<file path="config.mk">
export PLATFORM = sky130hd
export DESIGN_NAME = rssm_reset_sequencer
export DESIGN_NICKNAME = d
export VERILOG_FILES = /design/src/inc/rssm_pkg.sv /design/src/logic/rssm_reset_sequencer.sv
export SDC_FILE = /design/constraint.sdc
export NUM_CORES = 1
export LEC_CHECK = 0
export ABC_AREA = 1
export ABC_CLOCK_PERIOD_IN_PS = 3900
export BUFFER_PORTS_ARGS = -buffer_cell sky130_fd_sc_hd__buf_4
export CORE_MARGIN = 8
export CORE_UTILIZATION = 53
export CTS_BUF_LIST = sky130_fd_sc_hd__clkbuf_4
export DETAILED_ROUTE_END_ITERATION = 10
export HOLD_SLACK_MARGIN = 0.15
export PLACE_DENSITY = 0.86
export SETUP_SLACK_MARGIN = 0.5
export SLEW_MARGIN = 20
export SYNTH_ARGS = -nofsm -noshare
export SYNTH_HDL_FRONTEND = slang
export SYNTH_SLANG_ARGS = --single-unit
</file>
<file path="constraint.sdc">
create_clock -name clk_sys -period 3.9 [get_ports clk_sys]
set_input_delay 0.78 -clock clk_sys [delete_from_list [all_inputs] [get_ports clk_sys]]
set_output_delay 0.78 -clock clk_sys [all_outputs]
set_load 0.1 [all_outputs]
</file>
<file path="src/inc/rssm_pkg.sv">
// Package with register map, field positions and timing for the reset sequencer.
package rssm_pkg;

  // ----------------------------------------------------------------
  // Register offsets (byte addresses)
  // ----------------------------------------------------------------
  localparam logic [3:0] ADDR_RST_SRC = 4'h0;
  localparam logic [3:0] ADDR_MON_CTRL = 4'h4;
  localparam logic [3:0] ADDR_IRQ_STAT = 4'h8;
  localparam logic [3:0] ADDR_IRQ_MASK = 4'hC;
  localparam int ADDR_W = 4;

  // ----------------------------------------------------------------
  // Field positions
  // ----------------------------------------------------------------
  localparam int BIT_POR_FLAG = 1;
  localparam int BIT_SWRST = 4;
  localparam int BIT_MON_EN = 7;
  localparam int BIT_MON_STAT = 6;
  localparam int BIT_EV_POR = 0;
  localparam int BIT_EV_SUPPLY = 1;
  localparam int EV_W = 2;

  // ----------------------------------------------------------------
  // Reset values
  // ----------------------------------------------------------------
  localparam logic [7:0] PORT_LATCH_RST = 8'hFF;
  localparam logic [15:0] PC_RST = 16'h0000;
  localparam logic [7:0] SP_RST = 8'h07;
  localparam logic [3:0] WDT_DIV = 4'hC;
  localparam logic CLK_SEL_INTOSC = 1'b0;

  // ----------------------------------------------------------------
  // Timing
  // ----------------------------------------------------------------
  localparam int CLK_HZ = 125_000_000;
  localparam int RELEASE_DELAY_US = 300;
  localparam int RELEASE_DELAY_CYC = RELEASE_DELAY_US * (CLK_HZ / 1_000_000);

  typedef enum logic [1:0] {
    RSSM_POR,
    RSSM_DELAY,
    RSSM_SUPPLY,
    RSSM_RUN
  } rssm_state_t;

endpackage

</file>
<file path="src/logic/rssm_reset_sequencer.sv">
// Reset sequencer with supply monitor, reset pin driver and cause flags.
// Operation
// RULE1: Hold core, clear registers, block interrupts during reset.
// RULE2: Keep data memory; restore stack pointer.
// RULE3: Port latches all ones, pull-ups stay on.
// RULE4: Drive reset pin low for power/supply resets.
// RULE5: Clock selection returns to internal oscillator.
// RULE6: Watchdog on, clocked by system clock over twelve.
// RULE7: Program counter cleared, start at zero.
// RULE8: Power-up waits threshold, then release delay.
// RULE9: Power-on flag set after power or supply reset.
// RULE10: Other resets clear flag; causes then undefined.
// RULE11: Power-on reset enables the supply monitor.
// RULE12: Only power-on changes monitor enable state.
// RULE13: Supply below threshold enters reset, leaves above.
// RULE14: Software enables monitor before selecting it.
// RULE15: Writing one at flag position selects monitor.
// RULE16: No release delay after supply-monitor reset.
// RULE17: Monitor resets only if enabled and selected.
// RULE18: Synchronize inputs; assert fast, release synchronously.
//
// Added by the designer: the Wishbone register port and the address map.
`timescale 1ns/1ns
`default_nettype none
module rssm_reset_sequencer #(
  parameter int RELEASE_CYC = rssm_pkg::RELEASE_DELAY_CYC
) (
  // System
  input wire logic clk_sys,
  input wire logic rst,
  input wire logic clkEn,
  // Analog detectors and soft reset request
  input wire logic powerOnDetect,
  input wire logic supplyBelow,
  input wire logic softResetReq,
  // Wishbone slave
  input wire logic wbCyc,
  input wire logic wbStb,
  input wire logic wbWe,
  input wire logic [3:0] wbAdr,
  input wire logic [3:0] wbSel,
  input wire logic [31:0] wbDatW,
  output logic [31:0] wbDatR,
  output logic wbAck,
  // Reset pin, open drain
  input wire logic resetPinIn,
  output logic resetPinOut,
  output logic resetPinOe,
  // Core reset state and interrupt
  output logic coreReset,
  output logic [15:0] pcInit,
  output logic [7:0] spInit,
  output logic [7:0] portLatchInit,
  output logic pullupEn,
  output logic clkSel,
  output logic wdtEn,
  output logic [3:0] wdtDiv,
  output logic irqTimerBlock,
  output logic irq
);

  // ----------------------------------------------------------------
  // Synchronizers
  // ----------------------------------------------------------------
  logic porSync1_reg, porSync2_reg, lowSync1_reg, lowSync2_reg;
  always_ff @(posedge clk_sys) begin
    if (clkEn) begin
      porSync1_reg <= powerOnDetect; // RULE18
      porSync2_reg <= porSync1_reg;
      lowSync1_reg <= supplyBelow; // RULE18
      lowSync2_reg <= lowSync1_reg;
    end
  end

  // ----------------------------------------------------------------
  // Registers and state
  // ----------------------------------------------------------------
  rssm_pkg::rssm_state_t state_reg;
  logic monEn_reg, monSel_reg, porFlag_reg, swFlag_reg;
  logic [rssm_pkg::EV_W-1:0] stat_reg, mask_reg;
  logic [31:0] cnt_reg;
  logic supplyTrip, wbReq, wbWr, wbRd, lowNow;

  assign lowNow = lowSync2_reg;
  assign supplyTrip = lowNow && monEn_reg && monSel_reg; // RULE17
  assign wbReq = wbCyc && wbStb && !wbAck;
  assign wbWr = wbReq && wbWe && wbSel[0];
  assign wbRd = wbReq && !wbWe;

  // ----------------------------------------------------------------
  // Sequencer
  // ----------------------------------------------------------------
  always_ff @(posedge clk_sys) begin
    if (rst || porSync2_reg) begin
      state_reg <= rssm_pkg::RSSM_POR;
      cnt_reg <= '0;
    end else if (clkEn) begin
      unique case (state_reg)
        rssm_pkg::RSSM_POR: begin
          cnt_reg <= '0;
          if (!lowNow) begin
            state_reg <= rssm_pkg::RSSM_DELAY; // RULE8
          end
        end
        rssm_pkg::RSSM_DELAY: begin
          if (lowNow) begin
            state_reg <= rssm_pkg::RSSM_POR;
          end else if (cnt_reg >= 32'(RELEASE_CYC - 1)) begin
            state_reg <= rssm_pkg::RSSM_RUN; // RULE8
          end else begin
            cnt_reg <= cnt_reg + 32'h1;
          end
        end
        rssm_pkg::RSSM_SUPPLY: begin
          if (!lowNow) begin
            state_reg <= rssm_pkg::RSSM_RUN; // RULE13 RULE16
          end
        end
        rssm_pkg::RSSM_RUN: begin
          if (supplyTrip) begin
            state_reg <= rssm_pkg::RSSM_SUPPLY; // RULE13
          end
        end
      endcase
    end
  end

  // ----------------------------------------------------------------
  // Monitor enable, selection and cause flags
  // ----------------------------------------------------------------
  always_ff @(posedge clk_sys) begin
    if (rst || porSync2_reg) begin
      monEn_reg <= 1'b1; // RULE11
      monSel_reg <= 1'b0;
      porFlag_reg <= 1'b1; // RULE9
      swFlag_reg <= 1'b0;
    end else if (clkEn) begin
      if (softResetReq) begin
        porFlag_reg <= 1'b0; // RULE10 RULE12
        swFlag_reg <= 1'b1;
        monSel_reg <= 1'b0;
      end else if (state_reg == rssm_pkg::RSSM_SUPPLY) begin
        porFlag_reg <= 1'b1; // RULE9
        swFlag_reg <= 1'b0;
      end else if (wbWr && wbAdr == rssm_pkg::ADDR_RST_SRC) begin
        monSel_reg <= wbDatW[rssm_pkg::BIT_POR_FLAG]; // RULE15 RULE14
      end
      if (!softResetReq && wbWr && wbAdr == rssm_pkg::ADDR_MON_CTRL) begin
        monEn_reg <= wbDatW[rssm_pkg::BIT_MON_EN]; // RULE12
      end
    end
  end

  // ----------------------------------------------------------------
  // Interrupt status, set wins over read clear
  // ----------------------------------------------------------------
  logic [rssm_pkg::EV_W-1:0] evSet, statNext, maskNext;
  logic inRunPrev_reg;
  always_comb begin
    evSet = '0;
    evSet[rssm_pkg::BIT_EV_POR] = state_reg == rssm_pkg::RSSM_RUN
      && !inRunPrev_reg && porFlag_reg;
    evSet[rssm_pkg::BIT_EV_SUPPLY] = supplyTrip
      && state_reg == rssm_pkg::RSSM_RUN;
  end
  // The interrupt follows the values that the registers are about to take.
  always_comb begin
    statNext = stat_reg | evSet;
    maskNext = mask_reg;
    if (wbRd && wbAdr == rssm_pkg::ADDR_IRQ_STAT) begin
      statNext = evSet;
    end
    if (wbWr && wbAdr == rssm_pkg::ADDR_IRQ_MASK) begin
      maskNext = wbDatW[rssm_pkg::EV_W-1:0];
    end
  end
  always_ff @(posedge clk_sys) begin
    if (rst) begin
      stat_reg <= '0;
      mask_reg <= '0;
      inRunPrev_reg <= 1'b0;
      irq <= 1'b0;
    end else if (clkEn) begin
      inRunPrev_reg <= state_reg == rssm_pkg::RSSM_RUN;
      if (wbRd && wbAdr == rssm_pkg::ADDR_IRQ_STAT) begin
        stat_reg <= evSet;
      end else begin
        stat_reg <= stat_reg | evSet;
      end
      if (wbWr && wbAdr == rssm_pkg::ADDR_IRQ_MASK) begin
        mask_reg <= wbDatW[rssm_pkg::EV_W-1:0];
      end
      irq <= |(statNext & maskNext);
    end
  end

  // ----------------------------------------------------------------
  // Wishbone read path
  // ----------------------------------------------------------------
  always_ff @(posedge clk_sys) begin
    if (rst) begin
      wbAck <= 1'b0;
      wbDatR <= '0;
    end else if (clkEn) begin
      wbAck <= wbReq;
      wbDatR <= '0;
      if (wbRd) begin
        unique case (wbAdr)
          rssm_pkg::ADDR_RST_SRC: begin
            wbDatR[rssm_pkg::BIT_POR_FLAG] <= porFlag_reg;
            wbDatR[rssm_pkg::BIT_SWRST] <= swFlag_reg; // RULE10
          end
          rssm_pkg::ADDR_MON_CTRL: begin
            wbDatR[rssm_pkg::BIT_MON_EN] <= monEn_reg;
            wbDatR[rssm_pkg::BIT_MON_STAT] <= !lowNow;
          end
          rssm_pkg::ADDR_IRQ_STAT: begin
            wbDatR[rssm_pkg::EV_W-1:0] <= stat_reg;
          end
          rssm_pkg::ADDR_IRQ_MASK: begin
            wbDatR[rssm_pkg::EV_W-1:0] <= mask_reg;
          end
          default: begin
            wbDatR <= '0;
          end
        endcase
      end
    end
  end

  // ----------------------------------------------------------------
  // Core reset outputs
  // ----------------------------------------------------------------
  logic inReset;
  assign inReset = rst || porSync2_reg || softResetReq
    || state_reg != rssm_pkg::RSSM_RUN;
  always_ff @(posedge clk_sys) begin
    if (rst) begin
      coreReset <= 1'b1;
      resetPinOut <= 1'b0;
      resetPinOe <= 1'b1;
      irqTimerBlock <= 1'b1;
    end else if (clkEn) begin
      coreReset <= inReset; // RULE1
      irqTimerBlock <= inReset; // RULE1
      resetPinOut <= 1'b0;
      resetPinOe <= porSync2_reg || (state_reg != rssm_pkg::RSSM_RUN); // RULE4
    end
  end

  // Constant reset-exit values, loaded by the core while coreReset is high.
  always_ff @(posedge clk_sys) begin
    if (rst) begin
      pcInit <= rssm_pkg::PC_RST; // RULE7
      spInit <= rssm_pkg::SP_RST; // RULE2
      portLatchInit <= rssm_pkg::PORT_LATCH_RST; // RULE3
      pullupEn <= 1'b1; // RULE3
      clkSel <= rssm_pkg::CLK_SEL_INTOSC; // RULE5
      wdtEn <= 1'b1; // RULE6
      wdtDiv <= rssm_pkg::WDT_DIV; // RULE6
    end else if (clkEn && inReset) begin
      pcInit <= rssm_pkg::PC_RST;
      spInit <= rssm_pkg::SP_RST;
      portLatchInit <= rssm_pkg::PORT_LATCH_RST;
      pullupEn <= 1'b1;
      clkSel <= rssm_pkg::CLK_SEL_INTOSC;
      wdtEn <= 1'b1;
      wdtDiv <= rssm_pkg::WDT_DIV;
    end
  end

  // ----------------------------------------------------------------
  // Assertions
  // ----------------------------------------------------------------
  property p_trip;
    @(posedge clk_sys) disable iff (rst || !clkEn)
    (state_reg == rssm_pkg::RSSM_RUN && supplyTrip && !porSync2_reg)
      |=> state_reg == rssm_pkg::RSSM_SUPPLY;
  endproperty
  a_trip: assert property (p_trip) else $error("supply trip missed"); // RULE13
  property p_nosel;
    @(posedge clk_sys) disable iff (rst || !clkEn)
    (state_reg == rssm_pkg::RSSM_RUN && !monSel_reg && !porSync2_reg)
      |=> state_reg == rssm_pkg::RSSM_RUN;
  endproperty
  a_nosel: assert property (p_nosel) else $error("unselected reset"); // RULE17
  property p_pin;
    @(posedge clk_sys) disable iff (rst || !clkEn)
    (state_reg != rssm_pkg::RSSM_RUN) |=> resetPinOe && !resetPinOut;
  endproperty
  a_pin: assert property (p_pin) else $error("reset pin not low"); // RULE4
  property p_core;
    @(posedge clk_sys) disable iff (rst || !clkEn)
    (state_reg != rssm_pkg::RSSM_RUN) |=> coreReset && irqTimerBlock;
  endproperty
  a_core: assert property (p_core) else $error("core not held"); // RULE1
  property p_noDelay;
    @(posedge clk_sys) disable iff (rst || !clkEn || porSync2_reg)
    (state_reg == rssm_pkg::RSSM_SUPPLY && !lowNow)
      |=> state_reg == rssm_pkg::RSSM_RUN;
  endproperty
  a_noDelay: assert property (p_noDelay) else $error("delay added"); // RULE16
  property p_delay;
    @(posedge clk_sys) disable iff (rst || !clkEn || porSync2_reg)
    (state_reg == rssm_pkg::RSSM_DELAY && $past(state_reg)
      == rssm_pkg::RSSM_POR) |=> state_reg != rssm_pkg::RSSM_RUN;
  endproperty
  a_delay: assert property (p_delay) else $error("delay skipped"); // RULE8
  property p_flag;
    @(posedge clk_sys) disable iff (rst || !clkEn || softResetReq)
    (state_reg == rssm_pkg::RSSM_SUPPLY) |=> porFlag_reg;
  endproperty
  a_flag: assert property (p_flag) else $error("flag not set"); // RULE9
  property p_porEn;
    @(posedge clk_sys) disable iff (rst || !clkEn)
    porSync2_reg |=> monEn_reg && porFlag_reg;
  endproperty
  a_porEn: assert property (p_porEn) else $error("monitor off"); // RULE11
  property p_swKeep;
    @(posedge clk_sys) disable iff (rst || !clkEn || porSync2_reg)
    softResetReq |=> monEn_reg == $past(monEn_reg) && !porFlag_reg;
  endproperty
  a_swKeep: assert property (p_swKeep) else $error("soft reset leak"); // RULE12
  property p_wdt;
    @(posedge clk_sys) disable iff (rst || !clkEn)
    coreReset |-> wdtEn && wdtDiv == rssm_pkg::WDT_DIV
      && pcInit == rssm_pkg::PC_RST;
  endproperty
  a_wdt: assert property (p_wdt) else $error("exit state wrong"); // RULE6
  property p_pinOut;
    @(posedge clk_sys) disable iff (rst)
    1'b1 |-> !resetPinOut;
  endproperty
  a_pinOut: assert property (p_pinOut) else $error("pin driven high"); // RULE4
  property p_irq;
    @(posedge clk_sys) disable iff (rst)
    1'b1 |-> irq == |(stat_reg & mask_reg);
  endproperty
  a_irq: assert property (p_irq) else $error("irq level wrong"); // RULE9
  property p_port;
    @(posedge clk_sys) disable iff (rst || !clkEn)
    coreReset |-> portLatchInit == rssm_pkg::PORT_LATCH_RST && pullupEn
      && spInit == rssm_pkg::SP_RST;
  endproperty
  a_port: assert property (p_port) else $error("port state wrong"); // RULE3
  property p_clkSel;
    @(posedge clk_sys) disable iff (rst || !clkEn)
    coreReset |-> clkSel == rssm_pkg::CLK_SEL_INTOSC;
  endproperty
  a_clkSel: assert property (p_clkSel) else $error("clock not internal"); // RULE5
  property p_pc;
    @(posedge clk_sys) disable iff (rst || !clkEn)
    coreReset |-> pcInit == rssm_pkg::PC_RST;
  endproperty
  a_pc: assert property (p_pc) else $error("start address wrong"); // RULE7
  property p_hold;
    @(posedge clk_sys) disable iff (rst || !clkEn || porSync2_reg)
    (state_reg == rssm_pkg::RSSM_SUPPLY && lowNow)
      |=> state_reg != rssm_pkg::RSSM_RUN;
  endproperty
  a_hold: assert property (p_hold) else $error("left reset early"); // RULE13
  property p_swFlag;
    @(posedge clk_sys) disable iff (rst || !clkEn || porSync2_reg)
    softResetReq |=> swFlag_reg && !monSel_reg;
  endproperty
  a_swFlag: assert property (p_swFlag) else $error("soft flag wrong"); // RULE10
  property p_sel;
    @(posedge clk_sys) disable iff (rst || !clkEn || porSync2_reg)
    (wbWr && wbAdr == rssm_pkg::ADDR_RST_SRC && !softResetReq
      && state_reg != rssm_pkg::RSSM_SUPPLY
      && wbDatW[rssm_pkg::BIT_POR_FLAG]) |=> monSel_reg;
  endproperty
  a_sel: assert property (p_sel) else $error("monitor not selected"); // RULE15

  c_trip: cover property (@(posedge clk_sys)
    state_reg == rssm_pkg::RSSM_SUPPLY);
  c_run: cover property (@(posedge clk_sys)
    state_reg == rssm_pkg::RSSM_RUN && porFlag_reg);
  c_irq: cover property (@(posedge clk_sys) irq);
  c_soft: cover property (@(posedge clk_sys)
    softResetReq && !monEn_reg);

endmodule
`default_nettype wire

</file>
; ---- After elaboration in Yosys (flattened, before gate mapping)
; Index checks and enable logic that the tools add are counted.
[totals]
reg_bits = 83
in_bits = 50
out_inout_bits = 77
[classes]
add_sub_neg = 1
n_lt_le_gt_ge = 1
eq_ne = 14
muxes = 23
bitwise = 2
reduce_logical = 35
[op_table]
columns = op, count
row1 = $mux W32, 2
row2 = $pmux W32 S2, 1
row3 = $add A32 B1 Y32 const B, 1
row4 = $ge A32 B16 Y1 const B, 1
row5 = $mux W2, 8
row6 = $logic_and A1 B1 Y1, 15
row7 = $ne A2 B2 Y1 const B, 7
row8 = $eq A4 B4 Y1 const B, 2
row9 = $mux W1, 8
row10 = $mux W8, 1
row11 = $pmux W2 S4, 1
row12 = $reduce_bool A2 Y1, 3
row13 = $logic_not A1 Y1, 5
row14 = $reduce_and A5 Y1, 1
row15 = $eq A2 B2 Y1 const B, 2
row16 = $eq A4 B3 Y1 const B, 1
row17 = $logic_not A4 Y1, 1
row18 = $logic_or A1 B1 Y1, 4
row19 = $reduce_and A2 Y1, 2
row20 = $reduce_and A4 Y1, 1
row21 = $ne A3 B3 Y1 const B, 1
row22 = $pmux W1 S3, 1
row23 = $reduce_and A3 Y1, 1
row24 = $and A2 B2 Y2, 1
row25 = other kinds (5), 5

; ---- Logic depth before layout (Yosys ltp)
; Gate-level depths: netlist of the first run.
[depth]
depth_word = 8
mapped_depth = 12
mapped_depth_nobuf = 12

; ---- Worst setup path before layout of the first run
; No wires, ideal clock.
[synth_path]
kind = register -> output
start = register irqTimerBlock
end = output irqTimerBlock
arrival_time_ns = 1.369
t_required_ns = 3.120
slack_ns = 1.751
stages_incl_launch_ff = 2
path_cell_list = dfxtp_1 > buf_4
[synth_rtl]
columns = element, line_no
row1 = start: declaration, rssm_reset_sequencer.sv:58  ; output logic irqTimerBlock,
row2 = start signal: assignment, rssm_reset_sequencer.sv:245  ; irqTimerBlock <= inReset;
; No word-level cell between the ends.

; ---- Worst setup path in the final report of the first run
[layout_path]
start = input clkEn
end = register cnt_reg[6]
[layout_between]
elab_chain_len = 1
[layout_lines]
columns = element, line_no
row1 = start: declaration, rssm_reset_sequencer.sv:31  ; input wire logic clkEn,
row2 = $reduce_and A4 Y1 (no line), n/a
row3 = end signal: assignment, rssm_reset_sequencer.sv:111  ; cnt_reg <= cnt_reg + 32'h1;
row4 = end: declaration, rssm_reset_sequencer.sv:81  ; logic [31:0] cnt_reg;
; Every way passes these cells.
; A chain may end at the register's enable or synchronous reset.

==> results of run 1 <==
## layout by cell type, fill, tap and decap left out, drive strengths merged
cell,n
bufinv,1
edfxtp,4
clkinv,2
clkbuf,5
a211oi,1
nand4,9
nand3b,1
inv,50
nor2,59
nand3,44
xnor2,2
or2,1
buf,27
a32oi,1
xor2,5
nand2,96
conb,67
a31oi,2
o21ai,7
ha,1
nor3,24
a21oi,27
dfxtp,52
o211ai,2
a22o,1
## layer usage
layer  vias to the layer above  GRT usage  part of all wire
met5                         -          0                 0
met4                         0    0.04353            0.0070
met3                         3    0.03822             0.094
met2                       105     0.2646              0.48
met1                      1237     0.1612              0.42
li1                       1409          -                 -
## logic make-up after synthesis
logic type	Yosys count	share of synthesized area
adder cells (fa/ha/maj)	1	0.003702
buffers and inverters	131	0.2325
flip-flops	56	0.3436
AO/OA/AOI/OAI	41	0.07293
AND/OR/NAND/NOR	234	0.3269
other	2	0.002222
XOR/XNOR	7	0.01814
## per-stage QoR
stage / total power [mW] / utilization / instance area [µm²] / cells
final: 1.272 / 0.5459 / 3407 / 568
after global routing: 1.314 / 0.5459 / 3407 / 568
after CTS: 1.278 / 0.5459 / 3407 / 568
after detailed placement: 0.9641 / 0.5331 / 3327 / 560
after global placement: 0.9612 / 0.5331 / 3327 / 560
after floorplan: 0.9927 / - / 3623 / 537
## power by group
part | internal (mW) | switching [mW]
combinational | 0.0234 | 0.338
sequential | 0.587 | 0.00669
clock | 0.134 | 0.183
## how the worst max path moves through the flow
stage | start | endpoint | slack, ps | cells past startpoint
6_report | clkEn | cnt_reg[6] | 1690 | 6
5_1_grt | clkEn | cnt_reg[9] | 1550 | 6
4_1_cts | clkEn | cnt_reg[12] | 1710 | 6
3_5_place_dp | clkEn | cnt_reg[3] | 1290 | 6
3_3_place_gp | clkEn | cnt_reg[13] | 1310 | 6
2_1_floorplan | irqTimerBlock | irqTimerBlock | 1750 | 1
## area by class of cell
class / count / area (µm²) / area share
flip-flops and latches: 56 / 1161 / 0.3408
inverters: 50 / 190.2 / 0.05582
clock inverters: 3 / 42.54 / 0.01249
clock buffers: 5 / 37.54 / 0.01102
repair buffers: 27 / 202.7 / 0.05949
well taps: 77 / 96.34 / 0.02828
multi-input cells: 350 / 1677 / 0.4921
==> results.md, run 1 <==
* Slew Limit Fails at 0
* Hold EP: lowNow
* First-pass GRT wire length at 11010 µm
* Routed wire per std cell at 11.58 µm
* Layout Nets at 541
* Ports at 127
* Synth Flop Type: dfxtp_1
* ANT nets after route at 0
* Synth area leader: dfxtp_1
* Post-synth top cells: nand2_1 (91), buf_4 (71), dfxtp_1 (52), nor2_1 (52), nand3_1 (43)
* Final WL at 6580 µm
* CP Cell Sequence: buf_4 > inv_2 > a211oi_4 > nand2_2 > nand3_1 > a21oi_1
* Port-buffer cells at 26
* CTS Root Cell: clkbuf_4
* CTS Buf Count at 5
* Clock buffer depth at 2
* Hold buffer count at cts at 0
* Setup TNS at 0 ps
* Fraction of registers with async set or reset after synthesis at 0
* Status: finished, final reports clean
* Worst Tran Pin Value at 786.1 ps
* Maxcap violations at 0
* Largest net degree at the start of global routing at 31
* Via count at 2754
* Post-synth top area share at 0.3080
* Final Skew at 11.28 ps
* Final worst path period share at 0.5659
* Leak pwr at 1.454 nW
* Synth area leaders: dfxtp_1 (31%), buf_4 (16%), nand2_1 (10%)
* Drt via density at 4.849
* First drt pass iteration count at 4
* Global route overflow at 0
* Initial core utilization at 0.5415
* Clock latency on the worst-skew pair at 380 ps
* PwrDens at 373.3 nW/µm²
* Layout cell share with drive strength beyond 1 at 0.1385
* Max reg flops at 32
* Worst Setup Start Kind: primary input
* Syn Area/Cell at 7.160 µm²
* Core ar. at 6241 µm²
* Synthesized flop and latch total at 56
* CTS H-tree depth at 2
* Crit Reg-Reg Endpoint: cnt_reg[6]
* Worst Hold Class: reg2reg
* Yosys cell types at 37
* CTS tree: built
* CTS Sinks at 56
* # rows at 29
* Clock transition at path regs at 150 ps
* Worst Setup End Kind: flip-flop
* Tmin final at 2207 ps
* Final number of setup-violating endpoints at 0
* EDFF count, synth at 4
* CP max FO at 19
* Cells after synthesis at 472
* Most common cell in the netlist: nand2_1
* Slew margin rel. at 0.4743
* Vias in the first global route at 2628
* Drt initial violations at 145
* Antenna Cells at 0
* Number of gates resized after CTS at 0
* # DRC at 0
* Reg2Reg Launch Point: lowNow
* Initial antenna violation count at 0
* Mapped cell area at 3379 µm²
* All-Layer GR Usage at 0.1453
* Die W at 95.85 µm
* Final Hold Vio Count at 0
* Fmax at 453.1 MHz
* Syn-to-layout area delta at 0.8146%
* Critical path class: in2reg
* R2R setup slack at 1850 ps
* VDD IR max at 0.2260 mV
* RePlAce Congestion at 0.8882
* RSZ-0062 raised after global routing: false
* Post-synthesis sequential area ratio at 0.3436
* Worst EP arrival at 2470 ps
* Die height at 95.85 µm
* Hold path depth at 0
* Pre-CTS WS at 1290 ps
* Filler cells at 575
* Critical path's largest stage delay at 660 ps
* Die area at 9187 µm²
* Hold Slack at 444.0 ps
* Path depth of the worst reg2reg path at 4
* Hold Path Origin: lowSync1_reg
* Warnings, synthesis at 0
* Detailed placer's ending HPWL at 4940 µm
* Sum of buffers and inverters on the critical path at 2
* Top delay family on crit path: compound AO/OA/AOI/OAI gates
* Slowest library cell on the worst path: a211oi_4
* Final worst slack at 1693 ps
* CP Data Required Time at 4160 ps
* Setup bufs post-CTS at 0
No activity file was read; power rests on OpenSTA's default activity.
==> run 2, diff against run 1 <==
ABC_CLOCK_PERIOD_IN_PS = 1800   (was 3900)
CORE_UTILIZATION = 46   (was 53)
PLACE_DENSITY = 0.8   (was 0.86)
clock period = 1.8 ns   (was 3.9 ns; I/O delays follow)
==> results.md, run 2 (synthesis results as in run 1) <==
* Status: finished, final reports clean
* Sum of buffers and inverters on the critical path at 1 (-1)
* Clock transition at path regs at 170 ps (+20 ps)
* Int Power at 1.789 mW (+140%)
* Filler cells at 622 (+8.2%)
* Final Hold Vio Count at 0 (unchanged)
* PwrDens at 732.8 nW/µm² (+96%)
* Via count at 3003 (+9.0%)
* Die height at 101.7 µm (+6.1%)
* CTS tree: built
* Slew Limit Fails at 0 (unchanged)
* Die area at 10350 µm² (+13%)
* CP Cell Sequence: buf_4 > nand3_2 > nor2_4 > nand3_1 > nor3_1 > nand3_4 > a21oi_2
* Layout cell share with drive strength beyond 1 at 0.3010 (+0.1625)
* Routed wire per std cell at 13.08 µm (+13%)
* Met2 WL at 3941 µm (+24%)
* RePlAce Congestion at 0.9107 (+2.5%)
* Clk network pwr share at 0.287 (+0.038)
* Final number of setup-violating endpoints at 0 (unchanged)
* Die W at 101.7 µm (+6.1%)
* Critical path class: reg2reg
* Initial core utilization at 0.4710 (-0.07053)
* Met1 Routed Length at 3037 µm (+11%)
* Leak pwr at 1.647 nW (+13%)
* Pre-CTS WS at 185.7 ps (-1104 ps)
* First drt pass iteration count at 5 (+1)
* Reg power frac at 0.426 (-0.041)
* Reg2Reg Launch Point: cnt_reg[0]
* CTS Buf Count at 5 (unchanged)
* Crit Reg-Reg Endpoint: cnt_reg[15]
* Layout Nets at 565 (+4.4%)
* Worst Setup Start Kind: flip-flop
* Clock buffer depth at 2 (unchanged)
* Syn-to-layout area delta at 20.88%
* Global route overflow at 0 (unchanged)
* Top layer reached by signal wires: met4
* Maxcap violations at 0 (unchanged)
* # rows at 31 (+6.9%)
* Initial antenna violation count at 0 (unchanged)
* CP Data Required Time at 2140 ps (-2020 ps)
* Final worst path period share at 0.8749
* Met3 WL at 863 µm (+40%)
* Ports at 127 (unchanged)
* All-Layer GR Usage at 0.1474 (+0.002058)
* Logic gate share of total power at 0.287 (+0.003)
* CP max FO at 6 (-13)
* Slowest library cell on the worst path: dfxtp_4
* R2R setup slack at 230 ps (-1620 ps)
* Worst Setup End Kind: flip-flop
* Antenna Cells at 0 (unchanged)
* Detailed placer's ending HPWL at 5167 µm (+4.6%)
* Setup TNS at 0 ps (unchanged)
* Critical Path End: cnt_reg[15]
* Most frequent cells in the layout: nand2_1 (83), conb_1 (67), nor2_1 (50)
* Worst EP arrival at 1920 ps (-550 ps)
* Max reg flops at 32 (unchanged)
* Worst Hold Class: in2reg
* Fmax at 635.0 MHz
* Critical path's largest stage delay at 390 ps (-270 ps)
* ANT nets after route at 0 (unchanged)
* Clock latency on the worst-skew pair at 390 ps (about the same)
* Vias in the first global route at 2899 (+10%)
* CTS H-tree depth at 2 (unchanged)
* Sw frac at 0.4026 (-0.01209)
* VDD IR max at 0.3809 mV (+69%)
* Largest net degree at the start of global routing at 31 (unchanged)
* CTS Sinks at 56 (unchanged)
* Drt initial violations at 226 (+56%)
* Commonest non-fill, non-tap cell in the layout: nand2_1
* Final Skew at 8.920 ps (-2.356 ps)
* Core ar. at 7176 µm² (+15%)
* Path depth of the worst reg2reg path at 7 (+3)
* Final WL at 8030 µm (+22%)
* Port-buffer cells at 26 (unchanged)
* Worst path depth at 7 (+1)
* Top delay family on crit path: simple AND/OR/NAND/NOR gates
* RSZ-0062 raised after global routing: true
* Tmin final at 1575 ps
* CTS Root Cell: clkbuf_4
* Setup crit start: cnt_reg[0]
* # DRC at 0 (unchanged)
* Final worst slack at 225.1 ps (-1468 ps)
* Psw at 1.205 mW (+130%)
* First-pass GRT wire length at 12540 µm (+14%)
* Drt via density at 4.891 (+0.87%)
==> run 2: changes by cell type in the layout (fill, tap and decap cells not counted), sizes merged <==
cell         previous run  this run
bufinv                  1         2
inv                    50        52
dlygate4sd3             0         2
buf                    27        48
clkinv                  2         0
==> run 2: routing by layer <==
layer,vias up,track usage
li1,1457,-
met1,1357,0.1595
met2,163,0.2606
met3,26,0.04399
met4,0,0.06071
met5,-,0
==> run 2: how the worst min path moves through the flow <==
stage	start	to	cells after the start
after global routing	rst	stat_reg[0]	2
after detailed placement	lowSync1_reg	lowNow	0
final	rst	stat_reg[0]	2
after global placement	lowSync1_reg	lowNow	0
after CTS	rst	wbDatR[6]	2
after floorplan	lowSync1_reg	lowNow	0
==> run 2: cell type report <==
cell class	count	area [µm²]	share of cell area
Multi-Input combinational cell	350	1899	0.4649
Sequential cell	56	1205	0.2949
Timing Repair Buffer	50	544.3	0.1332
Inverter	50	195.2	0.04778
Tap cell	99	123.9	0.03032
Clock inverter	3	68.82	0.01685
Clock buffer	5	37.54	0.009188
Timing Repair inverter	1	11.26	0.002757
==> run 2: through the flow <==
step / util / area [µm²] / hold WS (ps) / std cells / power, mW
final: 0.5693 / 4085 / 212.7 / 614 / 2.994
after global routing: 0.5693 / 4085 / 185.8 / 614 / 3.089
after CTS: 0.5461 / 3919 / 202.6 / 610 / 2.982
after detailed placement: 0.4853 / 3482 / 411.0 / 591 / 2.111
after global placement: 0.4853 / 3482 / 401.1 / 591 / 2.102
after floorplan: - / 3694 / 400.3 / 537 / 2.160
==> run 2: power by group through the flow <==
stage	sequential (mW)	combinational, mW	clock (mW)
after floorplan	1.32	0.843	0
after global placement	1.31	0.791	0
after detailed placement	1.31	0.799	0
after CTS	1.28	0.829	0.872
after global routing	1.28	0.884	0.927
final	1.28	0.858	0.859
==> run 2: timing repair <==
action,in CTS,in global routing
endpoints found under the setup margin,48,55
endpoints found under the hold margin,2,0
hold buffers,2,0
gates resized for setup,65,38
cloned,2,0
setup buffers,7,4
pin swaps,15,25
